$ cat src/verilog/asf_pkg.sv
// Shared constants, operation codes and flag-mask decode for the ALU flag block.
// Assumes a single 40 MHz core clock and an AHB-Lite register port.
package asf_pkg;

	// ************************************************************
	// Flag layout
	// ************************************************************
	localparam int        FLAG_W         = 5;      // Implemented flag bits
	localparam int        FLAG_NEG_BIT   = 4;      // Negative
	localparam int        FLAG_OVF_BIT   = 3;      // Signed overflow
	localparam int        FLAG_ZERO_BIT  = 2;      // Zero
	localparam int        FLAG_DIG_BIT   = 1;      // Digit carry / borrow
	localparam int        FLAG_CARRY_BIT = 0;      // Carry / borrow
	localparam int        DATA_MSB       = 7;      // Sign bit of a byte
	localparam int        NIBBLE_W       = 4;      // Low nibble width
	localparam logic [7:0] FLAGS_IMPL    = 8'h1F;  // Upper three bits unimplemented
	localparam logic [7:0] FLAGS_RESET   = 8'h00;  // Defined value after reset

	// Which flags each class of operation updates
	localparam logic [4:0] MASK_NONE  = 5'h00;
	localparam logic [4:0] MASK_ARITH = 5'h1F;     // N OV Z DC C
	localparam logic [4:0] MASK_ROT   = 5'h17;     // N Z DC C
	localparam logic [4:0] MASK_LOGIC = 5'h14;     // N Z
	localparam logic [4:0] MASK_CLEAR = 5'h04;     // Z only

	// ************************************************************
	// Register map and bus encodings
	// ************************************************************
	localparam int        ADDR_W            = 8;     // Decoded low address bits
	localparam logic [7:0] REG_FLAGS_ADDR   = 8'h00; // alu_flags
	localparam logic [7:0] REG_RESULT_ADDR  = 8'h04; // Last ALU result, read only
	localparam int        HTRANS_ACTIVE_BIT = 1;     // NONSEQ or SEQ
	localparam logic      HRESP_OKAY        = 1'h0;

	// ************************************************************
	// Operations issued by the execution logic
	// ************************************************************
	typedef enum logic [3:0] {
		OP_ADD_FILE, OP_ADD_LIT, OP_SUB_LIT, OP_SUB_FILE,
		OP_ROT_RIGHT, OP_ROT_LEFT, OP_CLEAR_FILE,
		OP_BIT_CLEAR, OP_BIT_SET, OP_NIBBLE_SWAP,
		OP_MOVE_FF, OP_MOVE_WF, OP_AND, OP_IOR, OP_XOR
	} asf_op_t;

	// Flags touched by an operation
	function automatic logic [4:0] asf_flag_mask(input asf_op_t op);
		case (op)
			OP_ADD_FILE, OP_ADD_LIT, OP_SUB_LIT, OP_SUB_FILE: asf_flag_mask = MASK_ARITH;
			OP_ROT_RIGHT, OP_ROT_LEFT:                        asf_flag_mask = MASK_ROT;
			OP_AND, OP_IOR, OP_XOR:                           asf_flag_mask = MASK_LOGIC;
			OP_CLEAR_FILE:                                    asf_flag_mask = MASK_CLEAR;
			default:                                          asf_flag_mask = MASK_NONE;
		endcase
	endfunction

endpackage

$ cat src/verilog/asf_alu_if.sv
// Bundle between the flag register block and its combinational ALU.
// Assumes both ends sit in the core clock domain.
`timescale 1ns/10ps
interface asf_alu_if;
	import asf_pkg::*;
	asf_op_t    op;        // Operation
	logic [7:0] wreg;      // Working register operand
	logic [7:0] fileOp;    // File or literal operand
	logic [2:0] bitSel;    // Bit index for bit set and clear
	logic       carryIn;   // Current carry for rotates
	logic [7:0] result;    // Byte result
	logic [4:0] newFlags;  // Flag values from the result
	logic [4:0] flagMask;  // Flags this operation owns

	modport calc (input op, wreg, fileOp, bitSel, carryIn, output result, newFlags, flagMask);
	modport core (output op, wreg, fileOp, bitSel, carryIn, input result, newFlags, flagMask);
endinterface

$ cat src/verilog/asf_alu_calc.sv
// Combinational ALU: byte result plus the five flags it produces.
// Assumes the caller registers everything; no state lives here.
`timescale 1ns/10ps
module asf_alu_calc
	import asf_pkg::*;
(
	asf_alu_if.calc alu  // Operand and result bundle
);

	logic [8:0] sumFull;  // Byte sum with carry out
	logic [4:0] sumNib;   // Low nibble sum with digit carry
	logic [7:0] addend;   // Second operand, inverted for subtraction
	logic [7:0] minuend;  // First operand
	logic       isSub;    // Subtraction in progress
	logic       isRot;    // Rotate in progress

	// ************************************************************
	// Result and flag derivation
	// ************************************************************
	always_comb begin
		isSub   = (alu.op == OP_SUB_LIT) || (alu.op == OP_SUB_FILE);
		isRot   = (alu.op == OP_ROT_RIGHT) || (alu.op == OP_ROT_LEFT);
		minuend = isSub ? alu.fileOp : alu.wreg;
		// Subtract by adding the two's complement, so carry means no borrow
		addend  = isSub ? ~alu.wreg : alu.fileOp;
		sumFull = {1'h0, minuend} + {1'h0, addend} + {8'h00, isSub};
		sumNib  = {1'h0, minuend[NIBBLE_W-1:0]} + {1'h0, addend[NIBBLE_W-1:0]} + {4'h0, isSub};
		case (alu.op)
			OP_ADD_FILE, OP_ADD_LIT, OP_SUB_LIT, OP_SUB_FILE: alu.result = sumFull[7:0];
			OP_ROT_RIGHT:   alu.result = {alu.carryIn, alu.fileOp[7:1]};
			OP_ROT_LEFT:    alu.result = {alu.fileOp[6:0], alu.carryIn};
			OP_CLEAR_FILE:  alu.result = 8'h00;
			OP_BIT_CLEAR:   alu.result = alu.fileOp & ~(8'h01 << alu.bitSel);
			OP_BIT_SET:     alu.result = alu.fileOp | (8'h01 << alu.bitSel);
			OP_NIBBLE_SWAP: alu.result = {alu.fileOp[3:0], alu.fileOp[7:4]};
			OP_MOVE_WF:     alu.result = alu.wreg;
			OP_AND:         alu.result = alu.wreg & alu.fileOp;
			OP_IOR:         alu.result = alu.wreg | alu.fileOp;
			OP_XOR:         alu.result = alu.wreg ^ alu.fileOp;
			default:        alu.result = alu.fileOp;  // File to file move
		endcase
		alu.flagMask = asf_flag_mask(alu.op);
		alu.newFlags = '0;
		alu.newFlags[FLAG_NEG_BIT]  = alu.result[DATA_MSB];
		alu.newFlags[FLAG_ZERO_BIT] = (alu.result == 8'h00);
		// Sign flips although both operands agree in sign
		alu.newFlags[FLAG_OVF_BIT]  = (minuend[DATA_MSB] == addend[DATA_MSB]) &&
			(sumFull[DATA_MSB] != minuend[DATA_MSB]);
		if (isRot) begin
			// Bit crossing the nibble boundary goes to digit carry
			alu.newFlags[FLAG_DIG_BIT]   = (alu.op == OP_ROT_RIGHT) ? alu.fileOp[4]
				: alu.fileOp[3];
			alu.newFlags[FLAG_CARRY_BIT] = (alu.op == OP_ROT_RIGHT) ? alu.fileOp[0]
				: alu.fileOp[DATA_MSB];
		end else begin
			alu.newFlags[FLAG_DIG_BIT]   = sumNib[NIBBLE_W];
			alu.newFlags[FLAG_CARRY_BIT] = sumFull[8];
		end
	end

endmodule

$ cat src/verilog/alu_status_flags.sv
// Arithmetic flag register of the core with its ALU and an AHB-Lite register port.
// Assumes the execution logic issues one instruction per valid pulse, same clock.
`timescale 1ns/10ps
module alu_status_flags
	import asf_pkg::*;
(
	input  wire logic        core_clk,       // Core clock, 40 MHz
	input  wire logic        rst_n,          // Asynchronous reset, active low
	input  wire logic        hsel,           // AHB slave select
	input  wire logic [31:0] haddr,          // AHB address
	input  wire logic [1:0]  htrans,         // AHB transfer type
	input  wire logic        hwrite,         // AHB write strobe
	input  wire logic [2:0]  hsize,          // AHB size, word only
	input  wire logic [31:0] hwdata,         // AHB write data
	input  wire logic        hready,         // AHB bus ready
	output logic      [31:0] hrdata_ff,      // AHB read data
	output logic             hreadyout_ff,   // AHB slave ready
	output logic             hresp_ff,       // AHB response, always OKAY
	input  wire logic        instrValid,     // Instruction executes this cycle
	input  wire asf_op_t     instrOp,        // Operation of the instruction
	input  wire logic [7:0]  wregVal,        // Working register value
	input  wire logic [7:0]  fileVal,        // File register or literal value
	input  wire logic [2:0]  bitSel,         // Bit index for bit ops
	input  wire logic        srcIsFlags,     // File operand is the flag register
	input  wire logic        destIsFlags,    // Destination is the flag register
	output logic      [7:0]  aluFlags_ff,    // Flag register contents
	output logic      [7:0]  resultData_ff,  // Last result byte
	output logic             resultValid_ff  // Result written this cycle
);

	// ************************************************************
	// Declarations
	// ************************************************************
	asf_alu_if aluBus ();                       // Bundle to the ALU

	logic             wrPend_ff;              // Write data phase pending
	logic [ADDR_W-1:0] wrAddr_ff;              // Address of pending write
	logic             busAccept;              // Address phase taken
	logic             flagsBusWr;             // Software writes alu_flags now
	logic [7:0]       operandB;               // File operand after source mux
	logic [7:0]       dataBase;               // Byte before flag logic
	logic [7:0]       nxt_aluFlags;           // Next flag register value
	logic [7:0]       readMux;                // Read data for the address phase

	// ************************************************************
	// Operand routing into the ALU
	// ************************************************************
	// Flag register may feed the file operand like any register
	always_comb begin
		operandB = srcIsFlags ? aluFlags_ff : fileVal;
	end

	assign aluBus.op      = instrOp;
	assign aluBus.wreg    = wregVal;
	assign aluBus.fileOp  = operandB;
	assign aluBus.bitSel  = bitSel;
	assign aluBus.carryIn = aluFlags_ff[FLAG_CARRY_BIT];

	asf_alu_calc u_calc (
		.alu (aluBus.calc)
	);

	// ************************************************************
	// AHB-Lite slave
	// ************************************************************
	// Zero wait states: every transfer completes in its first data phase
	always_comb begin
		busAccept  = hsel && htrans[HTRANS_ACTIVE_BIT] && hready;
		flagsBusWr = wrPend_ff && (wrAddr_ff == REG_FLAGS_ADDR);
		case (haddr[ADDR_W-1:0])
			REG_FLAGS_ADDR:  readMux = aluFlags_ff;
			REG_RESULT_ADDR: readMux = resultData_ff;
			default:         readMux = 8'h00;  // Unmapped reads return zero
		endcase
	end

	// Capture write address phase; data arrives next cycle
	always_ff @(posedge core_clk or negedge rst_n) begin
		if (!rst_n) begin
			wrPend_ff <= 1'h0;
			wrAddr_ff <= '0;
		end else begin
			wrPend_ff <= busAccept && hwrite;
			if (busAccept && hwrite) begin
				wrAddr_ff <= haddr[ADDR_W-1:0];
			end
		end
	end

	// Read data sampled at the address phase, shown in the data phase
	always_ff @(posedge core_clk or negedge rst_n) begin
		if (!rst_n) begin
			hrdata_ff <= '0;
		end else if (busAccept && !hwrite) begin
			hrdata_ff <= {24'h000000, readMux};
		end
	end

	// Ready and response are constant; kept as flops for clean outputs
	always_ff @(posedge core_clk or negedge rst_n) begin
		if (!rst_n) begin
			hreadyout_ff <= 1'h1;
			hresp_ff     <= HRESP_OKAY;
		end else begin
			hreadyout_ff <= 1'h1;
			hresp_ff     <= HRESP_OKAY;
		end
	end

	// ************************************************************
	// Flag register update
	// ************************************************************
	// Instruction beats a software write in the same cycle; the core owns the flags
	always_comb begin
		nxt_aluFlags = aluFlags_ff;
		dataBase     = aluFlags_ff;
		if (flagsBusWr) begin
			nxt_aluFlags = hwdata[7:0] & FLAGS_IMPL;
		end
		if (instrValid) begin
			if (destIsFlags && (aluBus.flagMask == MASK_NONE)) begin
				dataBase = aluBus.result;
			end else if (destIsFlags) begin
				// Data write to all five flags blocked; clear ends as 000u u1uu
				dataBase = aluFlags_ff;
			end
			nxt_aluFlags = dataBase & FLAGS_IMPL;
			nxt_aluFlags[FLAG_W-1:0] = (dataBase[FLAG_W-1:0] & ~aluBus.flagMask) |
				(aluBus.newFlags & aluBus.flagMask);
		end
	end

	// Flags settle at the end of the instruction, seen by the next one
	always_ff @(posedge core_clk or negedge rst_n) begin
		if (!rst_n) begin
			aluFlags_ff <= FLAGS_RESET;
		end else begin
			aluFlags_ff <= nxt_aluFlags;
		end
	end

	// ************************************************************
	// Result register
	// ************************************************************
	// Result byte and its strobe, same edge as the flags
	always_ff @(posedge core_clk or negedge rst_n) begin
		if (!rst_n) begin
			resultData_ff  <= 8'h00;
			resultValid_ff <= 1'h0;
		end else begin
			resultValid_ff <= instrValid;
			if (instrValid) begin
				resultData_ff <= aluBus.result;
			end
		end
	end

	// ************************************************************
	// Assertions
	// ************************************************************
	logic [8:0] chkSum;   // Reference unsigned sum
	logic [4:0] chkNib;   // Reference nibble sum
	logic       chkKeep;  // Instruction that must keep all flags

	always_comb begin
		chkSum  = {1'h0, wregVal} + {1'h0, operandB};
		chkNib  = {1'h0, wregVal[3:0]} + {1'h0, operandB[3:0]};
		chkKeep = instrValid && !destIsFlags && !flagsBusWr &&
			(instrOp inside {OP_BIT_CLEAR, OP_BIT_SET, OP_NIBBLE_SWAP, OP_MOVE_FF, OP_MOVE_WF});
	end

	property p_src_flags;
		@(posedge core_clk) disable iff (!rst_n)
		instrValid && srcIsFlags && (instrOp == OP_MOVE_FF) |=> resultData_ff == $past(aluFlags_ff);
	endproperty
	a_src_flags: assert property (p_src_flags) else $error("flag source not read");

	property p_dest_block;
		@(posedge core_clk) disable iff (!rst_n)
		instrValid && destIsFlags && (aluBus.flagMask != MASK_NONE) && !flagsBusWr
			|=> ((aluFlags_ff ^ $past(aluFlags_ff)) & {3'h0, ~$past(aluBus.flagMask)}) == 8'h00;
	endproperty
	a_dest_block: assert property (p_dest_block) else $error("flag data write leaked");

	property p_clear_flags;
		@(posedge core_clk) disable iff (!rst_n)
		instrValid && destIsFlags && (instrOp == OP_CLEAR_FILE)
			|=> aluFlags_ff == ($past(aluFlags_ff) | 8'h04);
	endproperty
	a_clear_flags: assert property (p_clear_flags) else $error("clear on flags wrong");

	property p_keep_flags;
		@(posedge core_clk) disable iff (!rst_n)
		chkKeep |=> $stable(aluFlags_ff);
	endproperty
	a_keep_flags: assert property (p_keep_flags) else $error("flags changed by move or bit op");

	property p_upper_zero;
		@(posedge core_clk) disable iff (!rst_n)
		flagsBusWr || instrValid |=> aluFlags_ff[7:5] == 3'h0 ##1 aluFlags_ff[7:5] == 3'h0;
	endproperty
	a_upper_zero: assert property (p_upper_zero) else $error("upper flag bits set");

	property p_negative;
		@(posedge core_clk) disable iff (!rst_n)
		instrValid && !destIsFlags && (instrOp == OP_AND)
			|=> aluFlags_ff[FLAG_NEG_BIT] == resultData_ff[DATA_MSB];
	endproperty
	a_negative: assert property (p_negative) else $error("negative flag mismatch");

	property p_overflow;
		@(posedge core_clk) disable iff (!rst_n)
		instrValid && (instrOp == OP_ADD_LIT)
			|=> aluFlags_ff[FLAG_OVF_BIT] == (($past(wregVal[7]) == $past(operandB[7])) &&
				(resultData_ff[7] != $past(wregVal[7])));
	endproperty
	a_overflow: assert property (p_overflow) else $error("overflow flag mismatch");

	property p_zero;
		@(posedge core_clk) disable iff (!rst_n)
		instrValid && (instrOp == OP_XOR) |=> aluFlags_ff[FLAG_ZERO_BIT] == (resultData_ff == 8'h00);
	endproperty
	a_zero: assert property (p_zero) else $error("zero flag mismatch");

	property p_digit;
		@(posedge core_clk) disable iff (!rst_n)
		instrValid && (instrOp == OP_ADD_FILE) |=> aluFlags_ff[FLAG_DIG_BIT] == $past(chkNib[4]);
	endproperty
	a_digit: assert property (p_digit) else $error("digit carry mismatch");

	property p_carry;
		@(posedge core_clk) disable iff (!rst_n)
		instrValid && (instrOp == OP_ADD_FILE) |=> aluFlags_ff[FLAG_CARRY_BIT] == $past(chkSum[8]);
	endproperty
	a_carry: assert property (p_carry) else $error("carry mismatch");

	property p_borrow;
		@(posedge core_clk) disable iff (!rst_n)
		instrValid && (instrOp == OP_SUB_FILE)
			|=> aluFlags_ff[FLAG_CARRY_BIT] == ($past(operandB) >= $past(wregVal));
	endproperty
	a_borrow: assert property (p_borrow) else $error("borrow polarity wrong");

	property p_rot_carry;
		@(posedge core_clk) disable iff (!rst_n)
		instrValid && (instrOp == OP_ROT_RIGHT) |=> aluFlags_ff[FLAG_CARRY_BIT] == $past(operandB[0])
			&& resultData_ff[7] == $past(aluFlags_ff[0]);
	endproperty
	a_rot_carry: assert property (p_rot_carry) else $error("rotate carry wrong");

	property p_rot_digit;
		@(posedge core_clk) disable iff (!rst_n)
		instrValid && (instrOp == OP_ROT_LEFT) |=> aluFlags_ff[FLAG_DIG_BIT] == $past(operandB[3]);
	endproperty
	a_rot_digit: assert property (p_rot_digit) else $error("rotate digit carry wrong");

	property p_same_edge;
		@(posedge core_clk) disable iff (!rst_n)
		instrValid ##1 !instrValid |-> resultValid_ff ##1 !resultValid_ff;
	endproperty
	a_same_edge: assert property (p_same_edge) else $error("result strobe late");

endmodule

$ cat config.mk
export PLATFORM = sky130hd
export DESIGN_NAME = alu_status_flags
export DESIGN_NICKNAME = d
export VERILOG_FILES = /design/src/verilog/asf_pkg.sv /design/src/verilog/asf_alu_if.sv /design/src/verilog/asf_alu_calc.sv /design/src/verilog/alu_status_flags.sv
export SDC_FILE = /design/constraint.sdc
export NUM_CORES = 1
export LEC_CHECK = 0
export BUFFER_PORTS_ARGS = -buffer_cell sky130_fd_sc_hd__buf_2
export CAP_MARGIN = 20
export CORE_ASPECT_RATIO = 0.5
export CORE_UTILIZATION = 45
export CTS_CLUSTER_DIAMETER = 200
export DETAILED_ROUTE_END_ITERATION = 16
export GPL_ROUTABILITY_DRIVEN = 0
export HOLD_SLACK_MARGIN = 0.02
export PLACE_DENSITY = 0.77
export SKIP_CTS_REPAIR_TIMING = 1
export SLEW_MARGIN = 5
export SYNTH_ARGS = -nofsm -noshare
export SYNTH_HDL_FRONTEND = slang
export SYNTH_SLANG_ARGS = --single-unit
export TNS_END_PERCENT = 30
$ cat constraint.sdc
create_clock -name core_clk -period 5.94 [get_ports core_clk]
set_clock_uncertainty 0.05 [all_clocks]
set_input_delay 1.188 -clock core_clk [delete_from_list [all_inputs] [get_ports core_clk]]
set_output_delay 1.188 -clock core_clk [all_outputs]
set_load 0.01 [all_outputs]
==> results.cfg, run 1 <==
[run_status]
status = complete, no violations

[drt]
antenna_left = 0
drc = 0
drt-total-wl_um = 9255
avgViaCountPerCell = 5.988
drt_iter0_drc = 479
vias = 3431
first_pass_iters = 5
wl_per_cell_um = 16.15

[grt]
grt_remaining_overflow = 0
grt_pass1_vias = 2986
grtUsageTotal = 0.2404
antenna_found_initial = 0
grt_max_degree = 38
grt_pass1_wl_um = 14910

[sta]
setup_viol = 0
drv_slew = 0
period_minus_slack_ns = 4.917
fin_ws_ns = 1.023
whs_ns = 0.4291
finalHoldViolations = 0
slew-limit-headroom = 0.4737
max_freq_mhz = 203.4
rsz0062_at_grt = false
fin_tns_setup_ns = 0
fin_crit_sh = 0.8277
tightest_slew_ns = 0.7675

[synthesis]
yosysTopAreaCell = dfrtp_1
synth_seq_area_share = 0.2313
synth_compound_area_frac = 0.2489
ys_ff_latch = 31
synth_cells = 431
synth_edf_count = 0
syn_area_um2 = 3353
yosys-top-cells-count = 60 x nand2_1, 31 x buf_4, 31 x dfrtp_1, 31 x nor2_1, 29 x o21ai_0
synthMuxAreaShare = 0.09925
synth_ff_type = dfrtp_1
avgSynthCellArea_um2 = 7.780
synthSimpleGateAreaFrac = 0.2437
synth_top_family_by_area = compound AO/OA/AOI/OAI gates
yosysMostFrequentCell = nand2_1
synth_xor_area_frac = 0.02873
ys_types = 77
synthAdderAreaFrac = 0.03209
yosysWarningCount = 0
synth_top_area_frac = 0.2313
synth.area.top_cells = dfrtp_1 23%, buf_4 6.9%, nand2_1 6.7%, mux2i_1 6.0%, o21ai_0 4.3%
async_flop_share = 1.000

[setup_path]
arrival_ns = 5.03
worstSetupPathType = in2reg
worstSetupEndpointType = flip-flop
startpoint_type = input pin
required_ns = 6.05
worstPathMaxFanout = 13

[clock_tree]
cts_root_buffer = clkbuf_16
clk_latency_ns = 0.27
clkTransAtPathRegs_ns = 0.04
clock-sinks = 31
cts_tree = built
htreeDepth = 2
clockBufferDepth = 2
cts_buffers = 5

[finish]
drive_gt1_frac = 0.1996
finalNetCount = 590
syn_to_final_growth_pct = 11.57
seq_area_um2 = 775.7
layout.cells.non_filler = 573
fillers = 627
multiInputGateArea_um2 = 2297
diodes = 0

[floorplanning]
ioPinCount = 151
die_area_um2 = 7822
rows = 21
core_um2 = 6937
die_w_um = 124.1
initial_utilization = 0.4834
die_h_um = 63.04

[power_and_ir_drop]
peakVddDrop_v = 0.0001031
power_uw = 808.3
power.leakage_uw = 0.001799
power.density_nw_per_um2 = 216.1

[placed_design]
dp.cells = 567
place_ws_ns = 0.8555
port_buffers = 66
dpl.hpwl_um = 6946

[job]
maxCapViolCount = 0

[hold_path]
min_path_type = reg2reg
-- layer usage --
layer | up-vias | global-route usage | part of all wire
li1 | 1622 | - | -
met1 | 1590 | 0.3335 | 0.44
met2 | 202 | 0.3771 | 0.44
met3 | 17 | 0.04927 | 0.10
met4 | 0 | 0.06101 | 0.017
met5 | - | 0 | 0
-- cell families after synthesis --
group | Yosys count
xor+xnor | 11
other cells | 2
compound gates | 121
flops | 31
fa+ha+maj | 8
buf+inv | 67
mux | 31
simple gates | 160
-- worst paths after layout --
check / from / end / slack (ns) / depth (start not counted)
min: wrAddr_ff[6] / wrAddr_ff[6] / 0.43 / 2
max: srcIsFlags / flip-flop / 1.02 / 11
max in group asynchronous: rst_n / hrdata_ff[4] / 4.50 / 1
min reg2reg: wrAddr_ff[6] / wrAddr_ff[6] / 0.43 / 2
max reg2reg: flip-flop / flip-flop / 1.89 / 10
min in group asynchronous: rst_n / hrdata_ff[1] / 0.91 / 1
-- cell type report --
class | instances | area share
clock buffers | 6 | 0.03445
inverters | 11 | 0.01104
multi-input cells | 360 | 0.6140
flip-flops and latches | 31 | 0.2074
well taps | 92 | 0.03077
repair buffers | 73 | 0.1023
-- worst max-delay path, cell delays in order --
cell	delay, ns
buf_2	0.29
mux2i_1	0.70
o21ai_0	0.30
fa_1	0.52
xnor2_1	0.25
o22ai_1	0.13
a311oi_1	0.27
nand3_1	0.19
or4_1	0.49
or4_1	0.49
o41ai_2	0.21
-- power breakdown --
part	internal, µW	switching, µW
sequential	241	25.7
clock	149	74.4
combinational	129	189
total	519	289
-- stage by stage --
| step | utilization | instance area (µm²) |
|---|---|---|
| 2_1_floorplan | - | 3455 |
| 3_3_place_gp | 0.5207 | 3612 |
| 3_5_place_dp | 0.5207 | 3612 |
| 4_1_cts | 0.5393 | 3741 |
| 5_1_grt | 0.5393 | 3741 |
| 6_report | 0.5393 | 3741 |
-- cell usage in the layout, fill, tap and decap left out, drive strengths merged, types with 8 or more instances in the layout --
master and instances:
nor2 31, a31oi 8, a21oi 16, xnor2 8
dfrtp 31, mux2 9, nand3 10, mux2i 22
nand2b 10, buf 73, o21ai 34, inv 10
conb 29, nand2 60
Power figures use the tool's default switching activity.
==> inputs of run 2 (changes only) <==
--- a/config.mk
+++ b/config.mk
@@ -5,6 +5,7 @@
 export SDC_FILE = /design/constraint.sdc
 export NUM_CORES = 1
 export LEC_CHECK = 0
+export ABC_AREA = 1
 export BUFFER_PORTS_ARGS = -buffer_cell sky130_fd_sc_hd__buf_2
 export CAP_MARGIN = 20
 export CORE_ASPECT_RATIO = 0.5
@@ -13,7 +14,7 @@
 export DETAILED_ROUTE_END_ITERATION = 16
 export GPL_ROUTABILITY_DRIVEN = 0
 export HOLD_SLACK_MARGIN = 0.02
-export PLACE_DENSITY = 0.77
+export PLACE_DENSITY = 0.78
 export SKIP_CTS_REPAIR_TIMING = 1
 export SLEW_MARGIN = 5
 export SYNTH_ARGS = -nofsm -noshare
==> constraint.sdc (replaced) <==
create_clock -name core_clk -period 5 [get_ports core_clk]
set_clock_uncertainty 0.05 [all_clocks]
set_input_delay 1 -clock core_clk [delete_from_list [all_inputs] [get_ports core_clk]]
set_output_delay 1 -clock core_clk [all_outputs]
set_load 0.01 [all_outputs]
==> results.cfg, run 2 <==
[setup_path]
required_ns = 5.14
startpoint_type = input pin
rrSetupSlack_ns = 2.16
path_common_cell = nand2_1
path_buf_inv = 1
critPathLaunch = instrOp[2]
worstSetupPathType = in2reg
arrival_ns = 4.00
worstPathMaxFanout = 18
worstSetupEndpointType = flip-flop
path_cells = buf_2 > nor2_2 > nand2_1 > o21ai_0 > fa_1 > nand2_1 > nand2_1 > nor2_1 > nand2_1 > nor2_1 > nand2_1 > nor2_1 > nand3_1 > nor2_1 > nand2_1 > a21oi_1
crit_family = simple AND/OR/NAND/NOR gates
path_depth = 16
rr_worst_depth = 16
slowest_stage = fa_1
cpPeakStageDelay_ns = 0.47

[sta]
fin_crit_sh = 0.7708
period_minus_slack_ns = 3.854
drv_slew = 0
max_freq_mhz = 259.5
rsz0062_at_grt = false
tightest_slew_ns = 0.8042
fin_tns_setup_ns = 0
slew-limit-headroom = 0.4603
setup_viol = 0
finalHoldViolations = 0

[placed_design]
dpl.hpwl_um = 7093
port_buffers = 66
place_area_um2 = 3486
dp.cells = 689

[drt]
drt-total-wl_um = 9194
wl_per_cell_um = 13.23
drt_iter0_drc = 369
first_pass_iters = 5
drc = 0
vias = 3671
avgViaCountPerCell = 5.282
antenna_left = 0

[floorplanning]
ioPinCount = 151
rows = 21
die_area_um2 = 7474
core_um2 = 6779
die_h_um = 61.64
die_w_um = 121.3
initial_utilization = 0.4721

[synthesis]
synth_seq_area_share = 0.2424
synth_top_family_by_area = simple AND/OR/NAND/NOR gates
async_flop_share = 1.000
yosysMostFrequentCell = nand2_1
synthAdderAreaFrac = 0.03362
avgSynthCellArea_um2 = 5.894
syn_area_um2 = 3201
synth_ff_type = dfrtp_1
synth_edf_count = 0
ys_types = 40
synthSimpleGateAreaFrac = 0.3522
yosysWarningCount = 0
yosysTopAreaCell = dfrtp_1
synth_xor_area_frac = 0.005473
synth_cells = 543
synth_compound_area_frac = 0.1931
synthMuxAreaShare = 0.003518
yosys-top-cells-count = 169 x nand2_1, 68 x inv_1, 54 x o21ai_0
synth_top_area_frac = 0.2424
synth.area.top_cells = dfrtp_1 24%, nand2_1 20%, o21ai_0 8.4%, inv_1 8.0%, buf_4 7.3%
ys_ff_latch = 31

[power_and_ir_drop]
p_sw_uw = 317.3
combinationalPowerShare = 0.354
peakVddDrop_v = 0.0001324
swShare = 0.3597
power_frac_seq = 0.346
power_uw = 882.3
p_int_uw = 565.0
power.leakage_uw = 0.001991
power.share.clock = 0.301
power.density_nw_per_um2 = 244.1

[grt]
grt_pass1_wl_um = 13990
grtUsageTotal = 0.2462
antenna_found_initial = 0
grt_remaining_overflow = 0
grt_max_degree = 32
grt_pass1_vias = 2896

[finish]
fin_util = 0.5332
final_area_um2 = 3615
mostFrequentLayoutCell = nand2_1
layout_common_cells = 169 x nand2_1, 68 x inv_1, 66 x buf_2, 54 x o21ai_0, 53 x nor2_1
syn_to_final_growth_pct = 12.94
diodes = 0
layout.cells.non_filler = 695
finalNetCount = 712
drive_gt1_frac = 0.1310

[clock_tree]
clock-sinks = 31
cts_buffers = 5
cts_tree = built
clockBufferDepth = 2
clkTransAtPathRegs_ns = 0.04
clk_latency_ns = 0.27
htreeDepth = 2
cts_root_buffer = clkbuf_16

[hold_path]
min_delay_path_depth = 2
min_path_type = reg2reg

[run_status]
status = complete, no violations

[job]
maxCapViolCount = 0
==> run 2: cell types whose count changed in the layout (fill, tap and decap cells not counted), sizes merged, moves of 10 or more <==
cell,change
a21oi,+18
nand2b,-10
inv,+60
o21ai,+22
nand3,+22
nand2,+110
nor2,+23
mux2i,-22
==> run 2: worst min-delay path by stage <==
stage,from,to
floorplan,wrAddr_ff[5],wrAddr_ff[5]
global placement,hrdata_ff[6],hrdata_ff[6]
detailed placement,hrdata_ff[6],hrdata_ff[6]
CTS,hrdata_ff[6],hrdata_ff[6]
global route,hrdata_ff[6],hrdata_ff[6]
finish,hrdata_ff[6],hrdata_ff[6]
==> run 2: logic make-up after synthesis <==
| group | after synthesis |
|---|---|
| multiplexers | 1 |
| buffers and inverters | 111 |
| XOR/XNOR | 2 |
| other | 2 |
| adder cells (fa/ha/maj) | 8 |
| AO/OA/AOI/OAI | 111 |
| flip-flops | 31 |
| AND/OR/NAND/NOR | 277 |
==> run 2: power by group through the flow <==
stage	Sequential, µW	Clock (µW)	Combinational (µW)
2_1_floorplan	312	0	214
3_3_place_gp	307	0	300
3_5_place_dp	308	0	304
4_1_cts	304	271	306
5_1_grt	308	286	351
6_report	305	265	312
==> run 2: final cells by class <==
| type | instances | area, µm² |
|---|---|---|
| Multi-Input combinational cell | 428 | 1991 |
| Sequential cell | 31 | 775.7 |
| Timing Repair Buffer | 67 | 337.8 |
| Fill cell | 707 | 3164 |
| Tap cell | 92 | 115.1 |
| Clock buffer | 6 | 128.9 |
| Inverter | 71 | 266.5 |
==> run 2: metrics by stage <==
step	setup WS, ns	hold slack, ns
CTS	1.185	0.4329
floorplan	1.477	0.4320
finish	1.146	0.4259
detailed placement	0.9134	0.4215
global placement	0.9213	0.4121
global route	0.8271	0.4550
==> run 2: routing by layer <==
metal / part of all wire / GRT usage
met5: 0 / 0
met2: 0.43 / 0.4057
met3: 0.097 / 0.03981
met1: 0.45 / 0.3365
met4: 0.021 / 0.08113
==> run 2: worst min-delay path, cell delays in order, from the launching register on <==
cell	delay (ns)
dfrtp_1	0.33
nand2_1	0.05
o21ai_0	0.06
